## src/verilog/iosd_defs.vh

```
// Constants for the peripheral register space decoder.
//
// Functional notes
// RULE1: Software writes zero to reserved bits; hardware also keeps them at zero.
// RULE2: Software never writes reserved addresses; such writes are refused and flagged.
// RULE3: Single-bit set and clear work only on I/O addresses 0x00 to 0x1F.
// RULE4: Low-range bits can be tested, requesting a skip when set or clear.
// RULE5: Some status flags clear on a written one; a written zero leaves them.
// RULE6: Bit set or clear touches only the addressed bit, sparing other flags.
// RULE7: Short I/O accesses use I/O addresses 0x00 to 0x3F.
// RULE8: Data-space address equals I/O address plus 0x20.
// RULE9: Extended range 0x60 to 0xFF is reachable only by data-space load and store.
// RULE10: Each extended address selects one register; reserved reads return zero, no effects.
`ifndef IOSD_DEFS_VH
`define IOSD_DEFS_VH

// ****************************************
// Core access operation codes.
// ****************************************
`define IOSD_OP_IO_READ 3'h0
`define IOSD_OP_IO_WRITE 3'h1
`define IOSD_OP_SET_BIT 3'h2
`define IOSD_OP_CLEAR_BIT 3'h3
`define IOSD_OP_SKIP_HIGH 3'h4
`define IOSD_OP_SKIP_LOW 3'h5
`define IOSD_OP_DATA_LOAD 3'h6
`define IOSD_OP_DATA_STORE 3'h7

// ****************************************
// Address ranges.
// ****************************************
`define IOSD_IO_TO_DATA 8'h20
`define IOSD_DATA_IO_FIRST 8'h20
`define IOSD_DATA_IO_LAST 8'h5F
`define IOSD_EXT_FIRST 8'h60
`define IOSD_EXT_LAST 8'hFF
`define IOSD_BIT_IO_LAST 6'h1F
`define IOSD_SHORT_IO_LAST 6'h3F
`define IOSD_RST_VAL 8'h00

// ****************************************
// Low-range flag registers (data-space addresses).
// ****************************************
`define IOSD_TMR0_FLAGS 8'h35
`define IOSD_TMR1_FLAGS 8'h36
`define IOSD_TMR2_FLAGS 8'h37
`define IOSD_PCHG_FLAGS 8'h3B
`define IOSD_EXT_FLAGS 8'h3C

// ****************************************
// Extended register offsets.
// ****************************************
`define IOSD_PIN_CHANGE_MASK_0 8'h6B
`define IOSD_PIN_CHANGE_MASK_1 8'h6C
`define IOSD_PIN_CHANGE_MASK_2 8'h6D
`define IOSD_TIMER0_IRQ_ENABLES 8'h6E
`define IOSD_TIMER1_IRQ_ENABLES 8'h6F
`define IOSD_TIMER2_IRQ_ENABLES 8'h70
`define IOSD_CONVERTER_RESULT_LOW 8'h78
`define IOSD_CONVERTER_CONTROL_STATUS_A 8'h7A
`define IOSD_CONVERTER_CONTROL_STATUS_B 8'h7B
`define IOSD_CONVERTER_INPUT_SELECT 8'h7C
`define IOSD_DIGITAL_INPUT_DISABLE_0 8'h7E
`define IOSD_DIGITAL_INPUT_DISABLE_1 8'h7F
`define IOSD_WIDE_TIMER_CONTROL_A 8'h80
`define IOSD_WIDE_TIMER_CONTROL_B 8'h81
`define IOSD_WIDE_TIMER_CONTROL_C 8'h82
`define IOSD_WIDE_TIMER_COUNT_LOW 8'h84
`define IOSD_WIDE_TIMER_COUNT_HIGH 8'h85
`define IOSD_WIDE_TIMER_CAPTURE_LOW 8'h86
`define IOSD_WIDE_TIMER_CAPTURE_HIGH 8'h87
`define IOSD_WIDE_TIMER_COMPARE_A_LOW 8'h88
`define IOSD_WIDE_TIMER_COMPARE_A_HIGH 8'h89
`define IOSD_WIDE_TIMER_COMPARE_B_LOW 8'h8A
`define IOSD_WIDE_TIMER_COMPARE_B_HIGH 8'h8B
`define IOSD_ASYNC_TIMER_CONTROL_A 8'hB0
`define IOSD_ASYNC_TIMER_CONTROL_B 8'hB1
`define IOSD_ASYNC_TIMER_COUNT 8'hB2
`define IOSD_ASYNC_TIMER_COMPARE_A 8'hB3
`define IOSD_ASYNC_TIMER_COMPARE_B 8'hB4
`define IOSD_ASYNC_TIMER_STATUS 8'hB6
`define IOSD_TWO_WIRE_BIT_RATE 8'hB8
`define IOSD_TWO_WIRE_STATUS 8'hB9
`define IOSD_TWO_WIRE_OWN_ADDRESS 8'hBA
`define IOSD_TWO_WIRE_DATA 8'hBB
`define IOSD_TWO_WIRE_CONTROL 8'hBC
`define IOSD_TWO_WIRE_ADDRESS_MASK 8'hBD
`define IOSD_SERIAL_PORT_STATUS_A 8'hC0
`define IOSD_SERIAL_PORT_CONTROL_B 8'hC1
`define IOSD_SERIAL_PORT_CONTROL_C 8'hC2
`define IOSD_SERIAL_BAUD_LOW 8'hC4
`define IOSD_SERIAL_BAUD_HIGH 8'hC5
`define IOSD_SERIAL_DATA_BUFFER 8'hC6

// ****************************************
// Field masks: write-one-to-clear flags.
// ****************************************
`define IOSD_W1C_TMR_FLAGS 8'h07
`define IOSD_W1C_TMR1_FLAGS 8'h27
`define IOSD_W1C_PCHG_FLAGS 8'h07
`define IOSD_W1C_EXT_FLAGS 8'h03
`define IOSD_W1C_CONV_DONE 8'h10
`define IOSD_W1C_TWI_INT 8'h80
`define IOSD_W1C_SER_TXDONE 8'h40

// ****************************************
// Field masks: hardware-owned (read-only) bits.
// ****************************************
`define IOSD_RO_ALL 8'hFF
`define IOSD_RO_ASYNC_BUSY 8'h1F
`define IOSD_RO_TWI_STATE 8'hF8
`define IOSD_RO_TWI_COLL 8'h08
`define IOSD_RO_SER_STAT 8'hBC
`define IOSD_RO_SER_RX9 8'h02

// ****************************************
// Field masks: reserved bits.
// ****************************************
`define IOSD_RSV_PCM1 8'h80
`define IOSD_RSV_TMSK 8'hF8
`define IOSD_RSV_TMSK1 8'hD8
`define IOSD_RSV_CONV_SEL 8'h10
`define IOSD_RSV_DIDIS1 8'hFC
`define IOSD_RSV_WT_CTLA 8'h0C
`define IOSD_RSV_WT_CTLB 8'h20
`define IOSD_RSV_WT_CTLC 8'h3F
`define IOSD_RSV_AT_CTLB 8'h30
`define IOSD_RSV_AT_STAT 8'h80
`define IOSD_RSV_TWI_STAT 8'h04
`define IOSD_RSV_TWI_CTL 8'h02
`define IOSD_RSV_TWI_AMSK 8'h01
`define IOSD_RSV_BAUD_HI 8'hF0

`endif

```

## src/verilog/iosd_decoder.v

```verilog
// Peripheral register space decoder with bit access and flag handling.
`timescale 1ns/1ps
`default_nettype none
`include "iosd_defs.vh"

module iosd_decoder (
	input wire clk_sys_i,
	input wire reset_n_i,
	input wire acc_valid_i,
	input wire [2:0] acc_op_i,
	input wire [7:0] acc_addr_i,
	input wire [2:0] acc_bit_i,
	input wire [7:0] acc_wdata_i,
	input wire hw_load_i,
	input wire hw_set_i,
	input wire [7:0] hw_addr_i,
	input wire [7:0] hw_data_i,
	output reg ack_o,
	output reg [7:0] rdata_o,
	output reg skip_o,
	output reg err_o,
	output reg wr_stb_o,
	output reg [7:0] wr_addr_o,
	output reg [7:0] wr_data_o
);

	// ****************************************
	// Address map functions.
	// ****************************************

	// Converts a short I/O address to its data-space address.
	// Only short and bit ops pass through this offset; loads and stores carry data addresses.
	function [7:0] io_to_data;
		input [5:0] io;
		begin
			io_to_data = {2'h0, io} + `IOSD_IO_TO_DATA; // see RULE8
		end
	endfunction

	// True when a data-space address holds a register; each hit names exactly one entry.
	function is_mapped;
		input [7:0] a;
		begin
			// The whole low range counts as mapped; its gaps are left to the peripherals behind it.
			if (a >= `IOSD_DATA_IO_FIRST && a <= `IOSD_DATA_IO_LAST) begin
				is_mapped = 1'b1;
			end else begin
				case (a) // see RULE10
				`IOSD_PIN_CHANGE_MASK_0,
				`IOSD_PIN_CHANGE_MASK_1,
				`IOSD_PIN_CHANGE_MASK_2,
				`IOSD_TIMER0_IRQ_ENABLES,
				`IOSD_TIMER1_IRQ_ENABLES,
				`IOSD_TIMER2_IRQ_ENABLES,
				`IOSD_CONVERTER_RESULT_LOW,
				`IOSD_CONVERTER_CONTROL_STATUS_A,
				`IOSD_CONVERTER_CONTROL_STATUS_B,
				`IOSD_CONVERTER_INPUT_SELECT,
				`IOSD_DIGITAL_INPUT_DISABLE_0,
				`IOSD_DIGITAL_INPUT_DISABLE_1,
				`IOSD_WIDE_TIMER_CONTROL_A,
				`IOSD_WIDE_TIMER_CONTROL_B,
				`IOSD_WIDE_TIMER_CONTROL_C,
				`IOSD_WIDE_TIMER_COUNT_LOW,
				`IOSD_WIDE_TIMER_COUNT_HIGH,
				`IOSD_WIDE_TIMER_CAPTURE_LOW,
				`IOSD_WIDE_TIMER_CAPTURE_HIGH,
				`IOSD_WIDE_TIMER_COMPARE_A_LOW,
				`IOSD_WIDE_TIMER_COMPARE_A_HIGH,
				`IOSD_WIDE_TIMER_COMPARE_B_LOW,
				`IOSD_WIDE_TIMER_COMPARE_B_HIGH,
				`IOSD_ASYNC_TIMER_CONTROL_A,
				`IOSD_ASYNC_TIMER_CONTROL_B,
				`IOSD_ASYNC_TIMER_COUNT,
				`IOSD_ASYNC_TIMER_COMPARE_A,
				`IOSD_ASYNC_TIMER_COMPARE_B,
				`IOSD_ASYNC_TIMER_STATUS,
				`IOSD_TWO_WIRE_BIT_RATE,
				`IOSD_TWO_WIRE_STATUS,
				`IOSD_TWO_WIRE_OWN_ADDRESS,
				`IOSD_TWO_WIRE_DATA,
				`IOSD_TWO_WIRE_CONTROL,
				`IOSD_TWO_WIRE_ADDRESS_MASK,
				`IOSD_SERIAL_PORT_STATUS_A,
				`IOSD_SERIAL_PORT_CONTROL_B,
				`IOSD_SERIAL_PORT_CONTROL_C,
				`IOSD_SERIAL_BAUD_LOW,
				`IOSD_SERIAL_BAUD_HIGH,
				`IOSD_SERIAL_DATA_BUFFER: begin
					is_mapped = 1'b1;
				end
				default: begin
					is_mapped = 1'b0;
				end
				endcase
			end
		end
	endfunction

	// True for the two ops that rewrite a single bit of a register.
	function alters_one_bit;
		input [2:0] op;
		begin
			alters_one_bit = (op == `IOSD_OP_SET_BIT) || (op == `IOSD_OP_CLEAR_BIT);
		end
	endfunction

	// Bits that clear when software writes a one to them.
	function [7:0] w1c_mask;
		input [7:0] a;
		begin
			case (a) // see RULE5
			`IOSD_TMR0_FLAGS: begin
				w1c_mask = `IOSD_W1C_TMR_FLAGS;
			end
			`IOSD_TMR1_FLAGS: begin
				w1c_mask = `IOSD_W1C_TMR1_FLAGS;
			end
			`IOSD_TMR2_FLAGS: begin
				w1c_mask = `IOSD_W1C_TMR_FLAGS;
			end
			`IOSD_PCHG_FLAGS: begin
				w1c_mask = `IOSD_W1C_PCHG_FLAGS;
			end
			`IOSD_EXT_FLAGS: begin
				w1c_mask = `IOSD_W1C_EXT_FLAGS;
			end
			`IOSD_CONVERTER_CONTROL_STATUS_A: begin
				w1c_mask = `IOSD_W1C_CONV_DONE;
			end
			`IOSD_TWO_WIRE_CONTROL: begin
				w1c_mask = `IOSD_W1C_TWI_INT;
			end
			`IOSD_SERIAL_PORT_STATUS_A: begin
				w1c_mask = `IOSD_W1C_SER_TXDONE;
			end
			default: begin
				w1c_mask = 8'h00;
			end
			endcase
		end
	endfunction

	// Bits owned by the peripheral; core writes leave them alone.
	function [7:0] ro_mask;
		input [7:0] a;
		begin
			case (a)
			`IOSD_CONVERTER_RESULT_LOW: begin
				ro_mask = `IOSD_RO_ALL;
			end
			`IOSD_ASYNC_TIMER_STATUS: begin
				ro_mask = `IOSD_RO_ASYNC_BUSY;
			end
			`IOSD_TWO_WIRE_STATUS: begin
				ro_mask = `IOSD_RO_TWI_STATE;
			end
			`IOSD_TWO_WIRE_CONTROL: begin
				ro_mask = `IOSD_RO_TWI_COLL;
			end
			`IOSD_SERIAL_PORT_STATUS_A: begin
				ro_mask = `IOSD_RO_SER_STAT;
			end
			`IOSD_SERIAL_PORT_CONTROL_B: begin
				ro_mask = `IOSD_RO_SER_RX9;
			end
			default: begin
				ro_mask = 8'h00;
			end
			endcase
		end
	endfunction

	// Reserved bits are never stored, so they always read as zero.
	// Dropping them here means a careless write of ones cannot set a bit that a later part may use.
	function [7:0] rsv_mask;
		input [7:0] a;
		begin
			case (a) // see RULE1
			`IOSD_PIN_CHANGE_MASK_1: begin
				rsv_mask = `IOSD_RSV_PCM1;
			end
			`IOSD_TIMER0_IRQ_ENABLES, `IOSD_TIMER2_IRQ_ENABLES: begin
				rsv_mask = `IOSD_RSV_TMSK;
			end
			`IOSD_TIMER1_IRQ_ENABLES: begin
				rsv_mask = `IOSD_RSV_TMSK1;
			end
			`IOSD_CONVERTER_INPUT_SELECT: begin
				rsv_mask = `IOSD_RSV_CONV_SEL;
			end
			`IOSD_DIGITAL_INPUT_DISABLE_1: begin
				rsv_mask = `IOSD_RSV_DIDIS1;
			end
			`IOSD_WIDE_TIMER_CONTROL_A, `IOSD_ASYNC_TIMER_CONTROL_A: begin
				rsv_mask = `IOSD_RSV_WT_CTLA;
			end
			`IOSD_WIDE_TIMER_CONTROL_B: begin
				rsv_mask = `IOSD_RSV_WT_CTLB;
			end
			`IOSD_WIDE_TIMER_CONTROL_C: begin
				rsv_mask = `IOSD_RSV_WT_CTLC;
			end
			`IOSD_ASYNC_TIMER_CONTROL_B: begin
				rsv_mask = `IOSD_RSV_AT_CTLB;
			end
			`IOSD_ASYNC_TIMER_STATUS: begin
				rsv_mask = `IOSD_RSV_AT_STAT;
			end
			`IOSD_TWO_WIRE_STATUS: begin
				rsv_mask = `IOSD_RSV_TWI_STAT;
			end
			`IOSD_TWO_WIRE_CONTROL: begin
				rsv_mask = `IOSD_RSV_TWI_CTL;
			end
			`IOSD_TWO_WIRE_ADDRESS_MASK: begin
				rsv_mask = `IOSD_RSV_TWI_AMSK;
			end
			`IOSD_SERIAL_BAUD_HIGH: begin
				rsv_mask = `IOSD_RSV_BAUD_HI;
			end
			default: begin
				rsv_mask = 8'h00;
			end
			endcase
		end
	endfunction

	// ****************************************
	// Register storage.
	// ****************************************
	// One byte per data-space address; the lowest 32 entries are never selected.
	// A flat array keeps the decode to a single index, at the cost of some unused storage.
	reg [7:0] regs_q [0:255];
	integer i;

	// ****************************************
	// Access decode.
	// ****************************************
	// Decode results for the access presented in this cycle.
	reg is_io_op;
	reg is_bit_op;
	reg is_skip_op;
	reg is_write;
	reg addr_ok;
	reg [7:0] dad;
	reg mapped;
	reg [7:0] cur;
	reg [7:0] wmask;
	reg [7:0] w1c;
	reg [7:0] bit_sel;
	reg [7:0] nv;
	reg do_write;
	reg refuse;
	reg [7:0] rd_val;

	// Classifies the access, checks its addressing range and forms the new value.
	always @* begin
		// Ops 0 to 5 carry a short I/O address, ops 6 and 7 a data-space address.
		is_io_op = (acc_op_i != `IOSD_OP_DATA_LOAD) && (acc_op_i != `IOSD_OP_DATA_STORE);
		is_bit_op = (acc_op_i == `IOSD_OP_SET_BIT) || (acc_op_i == `IOSD_OP_CLEAR_BIT)
			|| (acc_op_i == `IOSD_OP_SKIP_HIGH) || (acc_op_i == `IOSD_OP_SKIP_LOW);
		is_skip_op = (acc_op_i == `IOSD_OP_SKIP_HIGH) || (acc_op_i == `IOSD_OP_SKIP_LOW);
		is_write = (acc_op_i == `IOSD_OP_IO_WRITE) || (acc_op_i == `IOSD_OP_DATA_STORE)
			|| alters_one_bit(acc_op_i);

		// Short I/O ops never reach past 0x5F in data space, so the extended range stays load/store only.
		if (is_bit_op) begin
			addr_ok = (acc_addr_i[7:6] == 2'h0) && (acc_addr_i[5:0] <= `IOSD_BIT_IO_LAST); // see RULE3, RULE4
		end else if (is_io_op) begin
			addr_ok = (acc_addr_i[7:6] == 2'h0) && (acc_addr_i[5:0] <= `IOSD_SHORT_IO_LAST); // see RULE7, RULE9
		end else begin
			addr_ok = acc_addr_i >= `IOSD_DATA_IO_FIRST; // see RULE8, RULE9
		end

		// Every later lookup works on the data-space address.
		dad = is_io_op ? io_to_data(acc_addr_i[5:0]) : acc_addr_i;
		mapped = addr_ok && is_mapped(dad);
		cur = regs_q[dad];
		w1c = w1c_mask(dad);
		wmask = ~(rsv_mask(dad) | ro_mask(dad) | w1c);
		bit_sel = 8'h01 << acc_bit_i;

		if (acc_op_i == `IOSD_OP_SET_BIT) begin
			// Only the addressed bit moves; a one on a flag clears that flag alone.
			nv = ((w1c & bit_sel) != 8'h00) ? (cur & ~bit_sel) : (cur | (bit_sel & wmask)); // see RULE6
		end else if (acc_op_i == `IOSD_OP_CLEAR_BIT) begin
			// A zero written to a flag leaves it; ordinary bits clear.
			nv = cur & ~(bit_sel & wmask); // see RULE6
		end else begin
			nv = ((cur & ~wmask) | (acc_wdata_i & wmask)) & ~(acc_wdata_i & w1c); // see RULE5
		end

		// A refused access must leave storage and the write notice untouched.
		do_write = acc_valid_i && is_write && mapped;
		refuse = !addr_ok || (is_write && !mapped); // see RULE2
		// The write-only strobe register (wide timer control C) and reserved locations read as zero, with no side effects.
		if (!mapped || dad == `IOSD_WIDE_TIMER_CONTROL_C) begin
			rd_val = 8'h00; // see RULE10
		end else begin
			rd_val = cur;
		end
	end

	// ****************************************
	// Hardware-side updates.
	// ****************************************
	// Peripherals write by data-space address; unmapped addresses are ignored without notice.
	reg hw_hit;
	reg [7:0] hw_base;
	reg [7:0] hw_val;

	// A peripheral set folds onto a core write to the same address in the same cycle, so set beats clear.
	always @* begin
		hw_hit = (hw_load_i || hw_set_i) && is_mapped(hw_addr_i);
		hw_base = (do_write && hw_addr_i == dad) ? nv : regs_q[hw_addr_i];
		// A load replaces the whole byte; a set only adds ones to it.
		if (hw_load_i) begin
			hw_val = hw_data_i & ~rsv_mask(hw_addr_i);
		end else begin
			hw_val = (hw_base | hw_data_i) & ~rsv_mask(hw_addr_i);
		end
	end

	// Register array update; the hardware write is placed last so it takes precedence.
	always @(posedge clk_sys_i) begin
		if (!reset_n_i) begin
			// Every location clears in reset; real start values are left to each peripheral.
			for (i = 0; i < 256; i = i + 1) begin
				regs_q[i] <= `IOSD_RST_VAL;
			end
		end else begin
			if (do_write) begin
				regs_q[dad] <= nv;
			end
			if (hw_hit) begin
				regs_q[hw_addr_i] <= hw_val;
			end
		end
	end

	// ****************************************
	// Answer to the core and write notice to peripherals.
	// ****************************************

	// One answer per access, one cycle after it is taken.
	// Every output is a flip-flop, so the core always samples a settled value.
	always @(posedge clk_sys_i) begin
		if (!reset_n_i) begin
			ack_o <= 1'b0;
			rdata_o <= 8'h00;
			skip_o <= 1'b0;
			err_o <= 1'b0;
			wr_stb_o <= 1'b0;
			wr_addr_o <= 8'h00;
			wr_data_o <= 8'h00;
		end else begin
			ack_o <= acc_valid_i;
			err_o <= acc_valid_i && refuse;
			// Refused reads and all writes answer with zero data.
			rdata_o <= (acc_valid_i && !is_write && addr_ok) ? rd_val : 8'h00;
			// The skip request is judged on the stored value before any write of this cycle lands.
			if (acc_valid_i && is_skip_op && addr_ok) begin
				skip_o <= (acc_op_i == `IOSD_OP_SKIP_HIGH) ? cur[acc_bit_i] : !cur[acc_bit_i]; // see RULE4
			end else begin
				skip_o <= 1'b0;
			end
			// Byte writes pass the raw written byte so strobe bits and flag clears reach peripherals; set and clear bit pass the new value.
			wr_stb_o <= do_write;
			if (do_write) begin
				wr_addr_o <= dad;
				wr_data_o <= alters_one_bit(acc_op_i) ? nv : acc_wdata_i;
			end
		end
	end

endmodule // iosd_decoder
`default_nettype wire

```

## config.mk

```make
export PLATFORM = sky130hd
export DESIGN_NAME = iosd_decoder
export DESIGN_NICKNAME = d
export VERILOG_FILES = /design/src/verilog/iosd_decoder.v
export VERILOG_INCLUDE_DIRS = /design/src /design/src/verilog
export SDC_FILE = /design/constraint.sdc
export NUM_CORES = 2
export LEC_CHECK = 0
export BUFFER_PORTS_ARGS = -buffer_cell sky130_fd_sc_hd__buf_2
export CAP_MARGIN = 20
export CORE_ASPECT_RATIO = 0.6
export CORE_MARGIN = 2
export CORE_UTILIZATION = 50
export CTS_BUF_LIST = sky130_fd_sc_hd__clkbuf_2 sky130_fd_sc_hd__clkbuf_4 sky130_fd_sc_hd__clkbuf_8
export CTS_CLUSTER_DIAMETER = 200
export DETAILED_ROUTE_END_ITERATION = 8
export MAX_ROUTING_LAYER = met4
export PLACE_DENSITY_LB_ADDON = 0.08
export SLEW_MARGIN = 20
export SYNTH_ARGS = -nofsm -noshare
export SYNTH_HDL_FRONTEND = slang
export SYNTH_SLANG_ARGS = --single-unit
```

## constraint.sdc

```tcl
create_clock -name clk_sys_i -period 10.2 [get_ports clk_sys_i]
set_clock_uncertainty 0.1 [all_clocks]
set_input_delay 1.53 -clock clk_sys_i [delete_from_list [all_inputs] [get_ports clk_sys_i]]
set_output_delay 1.53 -clock clk_sys_i [all_outputs]
set_load 0.005 [all_outputs]
```

-- Yosys cells after proc, flatten, opt, wreduce, memory -nomap -nowiden
Memories as Yosys holds them, arrays and structs flattened.
Cells that the tools add are included.
- flip-flop bits (word level): 28
- logic and storage cells: 217
- output and inout port bits: 28
- memory bits (writable): 2048
- memories kept: 1
- add/sub/neg operators: 1
- mux-type cells: 35
- reductions and logical operators: 44
- $lt $le $gt $ge: 8
- bitwise operators: 24
- shift-type cells: 1
- equality and inequality tests: 96
- memories (memory ; depth ; bits a word ; read ports ; clocked after Yosys merged registers in ; wr ports ; line ; RTL):
    regs_q ; 256 ; 8 ; 2 ; 0 ; 256 ; iosd_decoder.v:234 ; reg [7:0] regs_q [0:255];
- operator list (kind ; count):
    $eq A8 B8 Y1 const B ; 58
    $pmux W8 S13 ; 2
    $eq A8 B7 Y1 const B ; 24
    $mux W8 ; 13
    $pmux W8 S6 ; 2
    $reduce_or A41 Y1 ; 2
    $and A8 B8 Y8 ; 10
    $not A8 Y8 ; 7
    $eq A8 B6 Y1 const B ; 5
    $or A8 B8 Y8 ; 5
    $ge A8 B6 Y1 const B ; 3
    $mux W1 ; 17
    $le A8 B7 Y1 const B ; 2
    $logic_and A1 B1 Y1 ; 16
    $reduce_or A8 Y1 ; 2
    $reduce_or A2 Y1 ; 6
    $eq A3 B3 Y1 const B ; 3
    $logic_or A1 B1 Y1 ; 9
    $eq A8 B8 Y1 ; 1
    $reduce_bool A8 Y1 ; 1
    $shl A1 B3 Y8 const A ; 1
    $add A6 B6 Y7 const B ; 1
    $eq A3 B2 Y1 const B ; 2
    $le A6 B5 Y1 const B ; 1
    10 further kinds ; 16

-- Longest topological paths before layout
- depth in word-level cells: 20
- gate-level depth with buffers: 20
- mapped depth without buffers: 12

-- Worst setup path after synthesis
OpenSTA, ideal clock, no wires.
- path kind: input port to flip-flop
- start: input port acc_op_i[1]
- end: memory regs_q[41][0] (enable)
- path slack: 4629 ps
- data required time: 9696 ps
- setup time: 404 ps
- cell stages on the path: 13
- arrival time: 5067 ps
- cell sequence: ha_1 buf_2 o32a_1 clkbuf_1 nor3_2 or4_1 clkbuf_1 o311ai_4 or2_1 buf_2 buf_2 buf_2 o311ai_0
- RTL lines (element ; line ; RTL):
    from (decl) ; iosd_decoder.v:10 ; input wire [2:0] acc_op_i,
    to (decl) ; iosd_decoder.v:234 ;

==> summary.md <==
| Metric | Value |
|---|---|
| Status | `finished with violations` |
| Failing checks | `design-rule violations` |
| IO Port Bufs | `70` |
| GRT Overall Usage | `between 40 and 50%` |
| Worst R2R Start | `regs_q[147][7]$_DFFE_PP_` |
| Fill cell total of the finished layout | `18080` |
| # DRC | `55` |
| Synth Area in Compound Gates | `~9%` |
| Synth Flop Type | `edfxtp_1` |
| CP Class | `input port to register` |
| CP required | `10890 ps` |
| HPWL Detailed | `362.9 mm` |
| Vert. Die Dim | `370.5 microns` |
| Async set or reset register ratio after synthesis | `0%` |
| Post-synthesis sequential area ratio | `55.46%` |
| Max-Cap Viols | `0` |
| Critical Path Max Stage Delay | `a little over 1000 ps` |
| CP startpoint | `acc_op_i[2]` |
| CTS tree | `yes` |
| Pin count of the biggest net entering global routing | `121` |
| ANT nets after route | `0` |
| CTS Buffer Depth | `4` |
| Element type at the critical path start | `input port` |
| Power Density | `167.0 nW/um^2` |
| Mux contribution to synthesized area | `approximately a quarter` |
| Setup violations, final | `0` |
| Final-stage net count | `8239` |
| Grt ovf | `0` |
| Core Util, Final | `a little under three fifths` |
| Post-CTS Setup Inserts | `0` |
| Drt pass-1 iters | `9` |
| Adder-Cell Fraction of Synth Area | `0.05367%` |
| Worst EP arrival | `about 8600 ps` |
| Io pins | `71` |
| Hold bufs inserted after CTS | `0` |
| WL/cell | `45.42 microns` |
| # rows | `134` |
| FF+latch count, synth | `2076` |
| Pins Over Slew Limit | `0` |
| DR iter-0 viols | `18510` |
| WHS | `354.3 ps` |
| Fin crit period | `roughly 8000 ps` |
| Post-synth EDFFs | `around 2000` |
| Hold Startpoint | `wr_data_o[3]$_SDFFE_PN0P_` |
| Total number of H-tree levels | `5` |
| DR vias | `87640` |
| CTS root buffer | `clkbuf_8` |
| Distinct cells, synth | `91` |
| GP Congestion | `roughly 1.1` |
| Final number of hold-violating endpoints | `0` |
| Hold WC Path Type | `register to register` |
| Routed wire length | `523.1 mm` |
| Slowest CP cell | `a21oi_1` |
| Synth-to-Final Area Change | `11.01%` |
| Number of global-route vias before repair | `79290` |
| Slew @ Worst Pin | `1402 ps` |
| Worst Setup End Kind | `register` |
| Slew HR | `~6.2%` |
| Num CTS Buffers | `323` |
| Crit share post-route | `77.42%` |
| Post-Synth XOR/XNOR Area | `0.09280%` |
| CP cell instances | `buf_2 > ha_1 > xor2_4 > nand2_1 > a21oi_1 > a2111oi_0 > a211oi_1 > nor3_1 > a221o_4 > inv_2 > buf_4 > a221oi_4 > buf_4 > o21ai_0` |
| Cell area after synthesis | `111900 sq um` |
| Most frequent cells in the layout | `edfxtp_1 (2048), mux4_2 (1124), nor2_1 (781)` |
| Initial core utilization | `between 50% and 60%` |
| Clock-pin transition on the worst setup and hold timing paths | `70 ps` |
| Final Cell Area | `124200 sq um` |
| Clk Latency, worst-skew pair | `1020 ps` |
| Initial antenna violation count | `47` |
| CTS sink cnt | `2076` |
| RSZ-0062 raised after global routing | `no` |
| Ratio of cells with drive above 1 in the final layout | `25.34%` |
| Core area | `222500 sq um` |
| CP most frequent cell | `buf_4` |
| Via density | `~7.6` |
| Placed cell area | `approximately 120000 sq um` |
| Worst-path maximum fanout | `55` |
| Largest family of logic cells by synthesized area | `multiplexers` |
| Delay-heaviest family, CP | `compound AO/OA/AOI/OAI gates` |
| Synth warnings | `0` |
| Maximum vdd drop | `roughly 0.00013 V` |
| DIE WIDTH | `roughly 610 microns` |
| Post-CTS Resized | `0` |
| P_leak | `42.70 nW` |
| Synth Area in Simple Gates | `6.820%` |
| Setup TNS | `0 ps` |
| First-pass GRT wire length | `roughly 700 mm` |
| Commonest non-fill, non-tap cell in the layout | `edfxtp_1` |
| Overall Power | `approximately 21 mW` |
| Mapped Cells | `7630` |
| Die area | `227700 sq um` |
| Max frequency | `about 130 MHz` |
| Mapped Avg Cell Area | `~15 sq um` |
| Worst path bufs/invs | `4` |
-- report_power, final --
| part | total (mW) | leakage [nW] | switching (mW) | internal, mW |
|---|---|---|---|---|
| Combinational | 3.54 | 18.3 | 2.49 | 1.05 |
| Sequential | 10.0 | 21.1 | 0.240 | 9.80 |
| Clock | 7.18 | 3.28 | 3.64 | 3.54 |
| Total | 20.7 | 42.7 | 6.37 | 14.4 |
-- worst min-delay path, stage by stage (launching register included) --
cell and delay [ps]:
dfxtp_1 310, nand2_1 50, a21oi_1 50
-- flip-flops by register name, indices dropped and copies added (netlist names) --
name,flops
ack_o,1
err_o,1
rdata_o,8
regs_q,2048
skip_o,1
wr_addr_o,8
wr_data_o,8
wr_stb_o,1
-- metrics by stage --
step                      setup slack (ps)  std cells
after floorplan                       4629       8285
after global placement                1741      10850
after detailed placement              1794      10850
after global routing                  2611      11490
after CTS                             2822      11430
final                                 2303      11520
-- area by class of cell --
type                    instances  area (sq um)  area share [%]
flip-flops and latches       2076         62060           49.96
clock inverters               152         897.1          0.7221
clock buffers                 427          5270           4.242
diodes                         78         195.2          0.1571
repair buffers                400          3352           2.698
multi-input cells            5283         48300           38.88
well taps                    2992          3744           3.013
inverters                     108         411.6          0.3314
-- Yosys cell counts, types with 9 or more instances --
| master | n | share of area [%] |
|---|---|---|
| nor2b_1 | 27 | 0.15 |
| dfxtp_1 | 28 | 0.50 |
| nand3b_1 | 11 | 0.074 |
| o32ai_1 | 11 | 0.086 |
| o21a_1 | 70 | 0.47 |
| buf_4 | 78 | 0.52 |
| a22oi_1 | 98 | 0.66 |
| clkbuf_1 | 408 | 1.4 |
| nand3_1 | 196 | 0.88 |
| or3_1 | 40 | 0.22 |
| o22ai_1 | 667 | 3.7 |
| mux2i_1 | 185 | 1.7 |
| a211o_1 | 15 | 0.12 |
| and3_1 | 9 | 0.050 |
| a2111oi_0 | 21 | 0.16 |
| a22o_1 | 17 | 0.13 |
| mux4_2 | 1124 | 23 |
| a21oi_1 | 104 | 0.47 |
| a221oi_1 | 15 | 0.12 |
| inv_1 | 103 | 0.35 |
| o221ai_1 | 18 | 0.14 |
| nand2_1 | 417 | 1.4 |
| edfxtp_1 | 2048 | 55 |
| o2bb2ai_1 | 46 | 0.36 |
| nor3_1 | 95 | 0.42 |
| buf_6 | 53 | 0.53 |
| mux2_2 | 22 | 0.22 |
| o211ai_1 | 98 | 0.66 |
| a31oi_1 | 25 | 0.14 |
| nand4_1 | 48 | 0.27 |
| o31ai_1 | 9 | 0.060 |
| buf_2 | 254 | 1.1 |
| nor2_1 | 804 | 2.7 |
| a211oi_1 | 31 | 0.21 |
| o21ai_1 | 12 | 0.054 |
| and2_1 | 16 | 0.089 |
| nor4_1 | 17 | 0.095 |
| nand2b_1 | 25 | 0.14 |
| o21ai_0 | 204 | 0.91 |
| buf_1 | 25 | 0.084 |
-- path summary, 6_finish.rpt --
kind / to / slack [ps] / cells after the start
setup / recovery: regs_q[71][7]$_DFFE_PP_ / 2300 / 14
hold / removal: wr_data_o[3]$_SDFFE_PN0P_ / 350 / 2
setup reg to reg: regs_q[82][7]$_DFFE_PP_ / 3920 / 12
hold reg to reg: wr_data_o[3]$_SDFFE_PN0P_ / 350 / 2
-- layer usage --
metal	track usage, %	share of wire [%]	vias to the layer above	wire length, microns
li1	-	-	32000	-
met1	62.10	37	44860	191300
met2	54.94	37	9114	192800
met3	29.29	21	1666	109300
met4	20.74	5.7	0	29690
met5	-	0	-	0
-- logic make-up after synthesis --
logic type / Yosys count
flops: 2076
other cells: 1
simple gates: 1749
buf+inv: 926
fa+ha+maj: 5
xor+xnor: 11
compound gates: 1531
mux: 1331
No activity file was read; power rests on OpenSTA's default activity.
